[src/rtl/ncl_pkg.sv]
// shared constants and carrier types for the non-maskable interrupt cause logger
package ncl_pkg;

    // bit positions inside the interrupt cause record
    localparam int NCL_POS_OSC = 0;
    localparam int NCL_POS_TAMPER = 1;
    localparam int NCL_POS_WDOG = 2;
    localparam int NCL_POS_BROWN = 3;
    localparam int NCL_POS_PIN = 4;
    localparam int NCL_NUM_SRC = 5;

    // reset values
    localparam logic [4:0] NCL_CAUSE_RST = 5'h00;
    localparam logic [1:0] NCL_TAMPER_RST = 2'h0;

    // tamper state field encodings
    localparam logic [1:0] NCL_TAMPER_IDLE = 2'h0;
    localparam logic [1:0] NCL_TAMPER_SEEN = 2'h2;

    // raw event sources, one bit each
    typedef struct packed {
        logic pin;
        logic brown;
        logic wdog;
        logic tamper;
        logic osc;
    } ncl_src_t;

    // status seen by software
    typedef struct packed {
        logic [4:0] interruptCause;
        logic oscFailRawFlag;
        logic brownoutRawFlag;
        logic watchdogRawFlag;
        logic [1:0] tamperState;
        logic portRawFlag;
        logic resetCauseWdog;
    } ncl_stat_t;

endpackage

[src/rtl/ncl_sticky.sv]
// one sticky status flag: set wins over clear
`timescale 1ns/1ps
module ncl_sticky
(
    input wire logic core_clk,
    input wire logic srst,
    input wire logic setPulse,
    input wire logic clrPulse,
    output logic flag
);
    logic flag_reg;
    logic flag_next;

    // next value: a set in the clearing cycle is not lost
    always_comb
    begin
        flag_next = flag_reg;
        if (setPulse)
        begin
            flag_next = 1'b1;
        end
        else if (clrPulse)
        begin
            flag_next = 1'b0;
        end
    end

    // register
    always_ff @(posedge core_clk)
    begin
        if (srst)
        begin
            flag_reg <= 1'b0;
        end
        else
        begin
            flag_reg <= flag_next;
        end
    end

    assign flag = flag_reg;
endmodule

[src/rtl/ncl_nmi_cause_logging.sv]
// non-maskable interrupt cause logger with per-source raw flags
`timescale 1ns/1ps
module ncl_nmi_cause_logging
    import ncl_pkg::*;
(
    input wire logic core_clk,
    input wire logic srst,
    input wire ncl_src_t srcEvent,
    input wire logic wdogResetMode,
    input wire logic nmiPinAsync,
    input wire logic pinIrqEnable,
    input wire logic [4:0] causeClearMask,
    input wire logic causeClearStrobe,
    input wire logic rawClearOsc,
    input wire logic rawClearBrown,
    input wire logic rawClearWdog,
    input wire logic rawClearPort,
    input wire logic tamperClear,
    input wire logic resetCauseClear,
    input wire logic wdogResetSeen,
    output ncl_stat_t status,
    output logic nmiOut,
    output logic portIrq
);
    // pin synchroniser, first stage read only by second
    logic pinMeta_reg;
    logic pinSync_reg;
    logic pinPrev_reg;
    // effective event pulses
    ncl_src_t evt;
    logic pinRise;
    logic wdogNmi;
    logic [4:0] causeSet;
    logic [4:0] causeClr;
    logic [4:0] causeQ;
    logic oscRaw;
    logic brownRaw;
    logic wdogRaw;
    logic portRaw;
    logic rescWdog;
    logic [1:0] tamperState_reg;
    logic [1:0] tamperState_next;
    ncl_stat_t status_reg;
    ncl_stat_t status_next;
    logic nmiOut_reg;
    logic nmiOut_next;
    logic portIrq_reg;
    logic portIrq_next;

    // synchroniser registers
    always_ff @(posedge core_clk)
    begin
        if (srst)
        begin
            pinMeta_reg <= 1'b0;
            pinSync_reg <= 1'b0;
            pinPrev_reg <= 1'b0;
        end
        else
        begin
            pinMeta_reg <= nmiPinAsync;
            pinSync_reg <= pinMeta_reg;
            pinPrev_reg <= pinSync_reg;
        end
    end

    // event decode
    always_comb
    begin
        pinRise = pinSync_reg & ~pinPrev_reg;
        // expiry that resets the chip is not an interrupt cause
        wdogNmi = srcEvent.wdog & ~wdogResetMode;
        evt = srcEvent;
        evt.wdog = wdogNmi;
        evt.pin = pinRise;
        causeSet = {evt.pin, evt.brown, evt.wdog, evt.tamper, evt.osc};
        // write-one-to-clear; watchdog bit included
        causeClr = causeClearStrobe ? causeClearMask : 5'h00;
    end

    // one sticky flag per cause bit
    genvar gi;
    generate
        for (gi = 0; gi < NCL_NUM_SRC; gi++)
        begin : g_cause
            ncl_sticky u_cause
            (
                .core_clk(core_clk),
                .srst(srst),
                .setPulse(causeSet[gi]),
                .clrPulse(causeClr[gi]),
                .flag(causeQ[gi])
            );
        end
    endgenerate

    // raw status flags, independent of the cause record
    ncl_sticky u_osc_raw
    (
        .core_clk(core_clk),
        .srst(srst),
        .setPulse(srcEvent.osc),
        .clrPulse(rawClearOsc),
        .flag(oscRaw)
    );
    ncl_sticky u_brown_raw
    (
        .core_clk(core_clk),
        .srst(srst),
        .setPulse(srcEvent.brown),
        .clrPulse(rawClearBrown),
        .flag(brownRaw)
    );
    // raw flag follows every timeout, reset mode or not
    ncl_sticky u_wdog_raw
    (
        .core_clk(core_clk),
        .srst(srst),
        .setPulse(srcEvent.wdog),
        .clrPulse(rawClearWdog),
        .flag(wdogRaw)
    );
    // port raw status is only set when software armed the pin
    ncl_sticky u_port_raw
    (
        .core_clk(core_clk),
        .srst(srst),
        .setPulse(pinRise & pinIrqEnable),
        .clrPulse(rawClearPort),
        .flag(portRaw)
    );
    // reset cause: srst must not wipe it in a real chip, so the
    // caller raises wdogResetSeen after the reset it caused
    ncl_sticky u_reset_cause_reg_wdog
    (
        .core_clk(core_clk),
        .srst(1'b0),
        .setPulse(wdogResetSeen),
        .clrPulse(resetCauseClear),
        .flag(rescWdog)
    );

    // tamper state field next value
    always_comb
    begin
        tamperState_next = tamperState_reg;
        if (srcEvent.tamper)
        begin
            tamperState_next = NCL_TAMPER_SEEN;
        end
        else if (tamperClear)
        begin
            tamperState_next = NCL_TAMPER_IDLE;
        end
    end

    // output assembly
    always_comb
    begin
        status_next.interruptCause = causeQ;
        status_next.oscFailRawFlag = oscRaw;
        status_next.brownoutRawFlag = brownRaw;
        status_next.watchdogRawFlag = wdogRaw;
        status_next.tamperState = tamperState_reg;
        status_next.portRawFlag = portRaw;
        status_next.resetCauseWdog = rescWdog;
        nmiOut_next = |causeQ;
        portIrq_next = portRaw;
    end

    // output and tamper registers
    always_ff @(posedge core_clk)
    begin
        if (srst)
        begin
            tamperState_reg <= NCL_TAMPER_RST;
            status_reg <= '0;
            // reset cause stays visible through any reset that follows it
            status_reg.resetCauseWdog <= rescWdog;
            nmiOut_reg <= 1'b0;
            portIrq_reg <= 1'b0;
        end
        else
        begin
            tamperState_reg <= tamperState_next;
            status_reg <= status_next;
            nmiOut_reg <= nmiOut_next;
            portIrq_reg <= portIrq_next;
        end
    end

    assign status = status_reg;
    assign nmiOut = nmiOut_reg;
    assign portIrq = portIrq_reg;

    // assertions
    a_wdog_reset_nocause: assert property (@(posedge core_clk) disable iff (srst)
        srcEvent.wdog && wdogResetMode && !status.interruptCause[NCL_POS_WDOG]
        && !causeQ[NCL_POS_WDOG] |-> ##2 !status.interruptCause[NCL_POS_WDOG])
        else $error("watchdog reset set cause bit");
    a_wdog_nmi_cause: assert property (@(posedge core_clk) disable iff (srst)
        srcEvent.wdog && !wdogResetMode |-> ##2 status.interruptCause[NCL_POS_WDOG])
        else $error("watchdog cause missing");
    a_cause_clear_wdog: assert property (@(posedge core_clk) disable iff (srst)
        causeClearStrobe && causeClearMask[NCL_POS_WDOG] && !causeSet[NCL_POS_WDOG]
        |-> ##2 !status.interruptCause[NCL_POS_WDOG])
        else $error("watchdog cause not cleared");
    a_reset_cause_reg_wdog_set: assert property (@(posedge core_clk)
        wdogResetSeen |-> ##2 status.resetCauseWdog)
        else $error("reset cause watchdog missing");
    a_osc_raw_set: assert property (@(posedge core_clk) disable iff (srst)
        srcEvent.osc |-> ##2 status.oscFailRawFlag && status.interruptCause[NCL_POS_OSC])
        else $error("oscillator raw flag missing");
    a_brown_raw_set: assert property (@(posedge core_clk) disable iff (srst)
        srcEvent.brown |-> ##2 status.brownoutRawFlag)
        else $error("brownout raw flag missing");
    a_wdog_raw_set: assert property (@(posedge core_clk) disable iff (srst)
        srcEvent.wdog |-> ##2 status.watchdogRawFlag)
        else $error("watchdog raw flag missing");
    a_tamper_state_set: assert property (@(posedge core_clk) disable iff (srst)
        srcEvent.tamper |-> ##2 status.tamperState == NCL_TAMPER_SEEN)
        else $error("tamper state not shown");
    a_pin_port_raw: assert property (@(posedge core_clk) disable iff (srst)
        $rose(pinSync_reg) && pinIrqEnable |-> ##2 (portIrq && status.portRawFlag))
        else $error("port raw flag missing");
    a_pin_cause: assert property (@(posedge core_clk) disable iff (srst)
        $rose(pinSync_reg) |-> ##2 status.interruptCause[NCL_POS_PIN])
        else $error("pin cause missing");
endmodule

[config.mk]
export PLATFORM = sky130hd
export DESIGN_NAME = ncl_nmi_cause_logging
export DESIGN_NICKNAME = d
export VERILOG_FILES = /design/src/rtl/ncl_pkg.sv /design/src/rtl/ncl_sticky.sv /design/src/rtl/ncl_nmi_cause_logging.sv
export SDC_FILE = /design/constraint.sdc
export NUM_CORES = 1
export LEC_CHECK = 0
export BUFFER_PORTS_ARGS = -buffer_cell sky130_fd_sc_hd__buf_2
export CORE_MARGIN = 3
export CORE_UTILIZATION = 41
export CTS_CLUSTER_SIZE = 10
export DETAILED_ROUTE_END_ITERATION = 10
export GPL_TIMING_DRIVEN = 0
export PLACE_DENSITY = 0.7
export SYNTH_ARGS = -nofsm -noshare
export SYNTH_HDL_FRONTEND = slang
export SYNTH_SLANG_ARGS = --single-unit
[constraint.sdc]
create_clock -name core_clk -period 0.8 [get_ports core_clk]
set_clock_uncertainty 0.1 [all_clocks]
set_input_delay 0.12 -clock core_clk [delete_from_list [all_inputs] [get_ports core_clk]]
set_output_delay 0.12 -clock core_clk [all_outputs]
set_load 0.005 [all_outputs]
## Yosys cells after proc, flatten, opt, wreduce, memory -nomap -nowiden

Cells that the tools add are included.

| storage, ports and cells | value |
|---|---|
| input bits | 23 |
| logic and storage cells | 59 |
| flip-flop bits (word level) | 26 |

| operators by class | value |
|---|---|
| bitwise operators | 5 |
| mux-type cells | 21 |
| reduce and logical (&&, ||, !) cells | 11 |

Operator list:

| operator | count |
|---|---|
| $reduce_bool A2 Y1 | 10 |
| $mux W1 | 18 |
| $mux W5 | 1 |
| $reduce_or A5 Y1 | 1 |
| $mux W2 | 2 |
| $and A1 B1 Y1 | 3 |
| $not A1 Y1 | 2 |

## Depth between registers and ports, before layout

| depth | value |
|---|---|
| depth after elaboration | 4 |
| gate-level depth with buffers | 2 |
| depth with buffers taken out | 2 |

## Cells and area by module

A second synthesis with hierarchy kept.

| unflattened totals | value |
|---|---|
| cells, all modules | 87 |
| area total of the unflattened synthesis | 933.4 um2 |

By module, submodules not included:

| module | area an instance (um2) | sequential area each (um2) | cells an instance | times used |
|---|---|---|---|---|
| ncl_nmi_cause_logging | 545.5 | 320.3 | 47 | 1 |
| ncl_sticky | 38.8 | 20.0 | 4 | 10 |

## Worst setup path before layout

Ideal clock, no wire load.

| timing path | value |
|---|---|
| kind | register -> register |
| from | register g_cause[4].u_cause.flag (netlist name) |
| to | register g_cause[4].u_cause.flag_reg |
| arrival time | 0.634 ns |
| cell stages (with the launch flop) | 3 |
| clock period less this slack | 0.800 ns |
| required time | 0.634 ns |
| path slack | 0.000 ns |
| cell sequence | dfxtp_1 > a21bo_2 > a21oi_2 |

RTL lines:

| item | RTL line | RTL |
|---|---|---|
| end signal, assigned | ncl_sticky.sv:37 | `flag_reg <= flag_next;` |
| end, declared | ncl_sticky.sv:11 | `logic flag_reg;` |

==> out/metrics.yaml <==
final_layout:
  finalNonFillerCells: 145
  areaGrowthSynthToFinish_pct: 36.3
  num_antenna_cells: 0
  largest_reg_flops: 10
  final_cell_mix: "buf_2 (32), dfxtp_1 (18), a21oi_2 (11)"
  layout_commonest_cell: "buf_2"
  fin_nets: 142
  fillerInstances: 180
  drive_gt1_share_pct: 61.0
  final_area_sq_mm: 0.00123
  multi_input_area_sq_um: 340
  layout.area.seq_sq_um: 533
synthesis:
  ys_seq_elements: 26
  syn_area_sq_um: 900
  synth_area_leaders: "dfxtp_1 (58%), a21oi_2 (11%), nor2b_2 (8.8%), a21bo_1 (4.5%), nand2b_1 (4.2%)"
  ys_async_sr_fraction_pct: 0
  avgSynthCellArea_sq_um: 11.8
  synthDistinctLibCells: 16
  synth_top_cell_by_area: "dfxtp_1"
  synth_edf_count: 0
  syn_inst: 76
  yosysTopAreaCellShare_pct: 57.9
  ys_warn_count: 0
  ys.flop_type: "dfxtp_1"
  yosysSeqAreaShare_pct: 57.9
  synth_fp_nets: 99
global_route:
  grt_overflow_total: 0
  grt_pass1_vias: 559
  grt_pass1_wl_um: 2320
  grtUsageTotal_pct: 11.7
  grt_max_degree: 15
  antenna_found_initial: 0
clock_tree:
  clk_root_buffer_cell: "clkbuf_4"
  clkLatencyLatePin_ns: 0.31
  cts_setup_buffers: 0
  numCtsBuffers: 3
  clock_path_buffers: 2
  cts.clk_slew.worst_paths_ns: 0.13
  cts_tree: "yes"
  cts.sinks: 26
  cts_max_level: 1
power:
  power.internal_mw: 1.81
  static-leakage-power_nw: 0.562
  swShare_pct: 21.4
  p_comb_share_pct: 11.5
  p_switching_mw: 0.491
  pwr-share-seq_pct: 60.9
  powerDensity_mw_per_mm2: 1870
  clock_power_share_pct: 27.5
  peakVddDrop_mv: 1.09
run_status:
  violations: "negative hold slack, negative setup slack"
  outcome: "complete, but fails checks"
floorplan:
  die_w_um: 52.8
  die_height_um: 52.8
  rows: 16
  core-area_sq_mm: 0.00202
  initial_core_util_pct: 44.5
  dieArea_sq_mm: 0.00279
  boundaryPins: 37
timing:
  fin_crit_ns: 1.07
  hold_viol_final: 15
  setup_ws_ns: -0.274
  setup_viol: 19
  fin_crit_sh_pct: 134
  max_freq_ghz: 0.931
  rsz0062_at_grt: "true"
  maxSlewViolCount: 0
  holdWs_ns: -0.0630
placed_design:
  gp_congestion: 0.651
  numPortBuffers: 34
  dpl_cell_area_sq_mm: 0.00110
  placedCellCount: 137
  post-dp-hpwl_um: 1100
worst_setup_path:
  crit_path_start_kind: "flop"
  crit_path_end_kind: "primary output"
  required_ns: 0.58
  reg2reg_from: "g_cause[4].u_cause.flag$_SDFFE_PP0P_"
  arrival_ns: 0.85
  regToRegSetupSlack_ns: -0.08
  ff2ff_path_depth: 2
  crit_type: "reg -> out"
  reg2reg_to: "g_cause[4].u_cause.flag$_SDFFE_PP0P_"
  cp_max_fo: 2
routing:
  wl_per_cell_um: 10.5
  vias_per_cell: 4.26
  drt-initial-drc-count: 2
  vias: 618
  ant_nets: 0
  wl_um: 1520
  first_pass_iters: 2
  route.detailed.drc: 0
hold_path:
  min_from: "srst"
  hp-class: "in -> reg"
  hold_depth: 2
  hold_end: "pinSync_reg$_SDFF_PP0_"
job:
  cap_violations: 0
[worst max path at each step]
| stage | from | endpoint | slack [ns] | cells past startpoint |
|---|---|---|---|---|
| 4_1_cts | portIrq$_SDFF_PP0_ | status[1] | -0.29 | 2 |
| 2_1_floorplan | g_cause[4].u_cause.flag$_SDFFE_PP0P_ | g_cause[4].u_cause.flag$_SDFFE_PP0P_ | -0.00005 | 2 |
| 5_1_grt | portIrq$_SDFF_PP0_ | status[1] | -0.31 | 2 |
| 3_3_place_gp | g_cause[4].u_cause.flag$_SDFFE_PP0P_ | nmiOut$_SDFF_PP0_ | -0.05 | 2 |
| 6_report | portIrq$_SDFF_PP0_ | status[1] | -0.27 | 2 |
| 3_5_place_dp | g_cause[4].u_cause.flag$_SDFFE_PP0P_ | nmiOut$_SDFF_PP0_ | -0.05 | 2 |
[cells in the mapped netlist, types with 2 or more instances]
master,number
nor2b_1,4
buf_6,2
nor2b_2,9
a21oi_2,11
inv_1,5
a21bo_1,4
dfxtp_1,26
nand2b_1,6
buf_4,2
[per-stage QoR]
step           power, mW     TNS, ns  util, %  setup WS (ns)  hold slack, ns
6_report            2.30       -2.46     60.6         -0.274         -0.0630
2_1_floorplan       1.55  -0.0000536        -     -0.0000536          0.0916
3_5_place_dp        1.66      -0.181     54.6        -0.0484           0.201
4_1_cts             2.31       -2.60     59.0         -0.289         -0.0654
5_1_grt             2.41       -3.19     60.6         -0.313         -0.0661
3_3_place_gp        1.65      -0.150     54.6        -0.0511           0.195
[critical path: stages (launching register included)]
cell and delay (ns):
dfxtp_2 0.34, buf_6 0.10, buf_6 0.10
[cells by family after synthesis]
| family | synth area share (%) |
|---|---|
| and+or+nand+nor | 18.4 |
| AOI/OAI and AO/OA | 17.1 |
| other | 0.417 |
| buffers and inverters | 6.26 |
| DFF | 57.9 |
[repair_timing]
action                                  CTS  global route
pin swaps                                 6             2
hold endpoints to repair                 15            15
gates cloned                              0             0
endpoints found under the setup margin   19            20
gates resized for setup                  10             5
hold buffers                              3             1
[area by class of cell]
type / count / share of cell area, %
plain buffers: 4 / 3.37
clock buffers: 4 / 2.96
inverters: 5 / 1.53
multi-input cells: 41 / 27.8
flip-flops and latches: 26 / 43.5
well taps: 27 / 2.76
repair buffers: 38 / 18.2
[power by group through the flow]
| stage | registers, mW | logic (mW) | clock network (mW) |
|---|---|---|---|
| floorplan | 1.42 | 0.134 | 0 |
| global placement | 1.42 | 0.235 | 0 |
| detailed placement | 1.42 | 0.239 | 0 |
| CTS | 1.40 | 0.254 | 0.653 |
| global route | 1.41 | 0.294 | 0.703 |
| finish | 1.40 | 0.265 | 0.633 |
[per-layer routing]
layer | share of wire (%) | GRT usage (%) | up-vias | wire (um)
li1 | - | - | 323 | -
met1 | 43 | 14.2 | 273 | 647
met2 | 49 | 18.4 | 20 | 736
met3 | 7.8 | 2.56 | 2 | 118
met4 | 0.86 | 7.66 | 0 | 13
met5 | 0 | 0 | - | 0
Note: power is estimated with default switching activity, not from simulation.
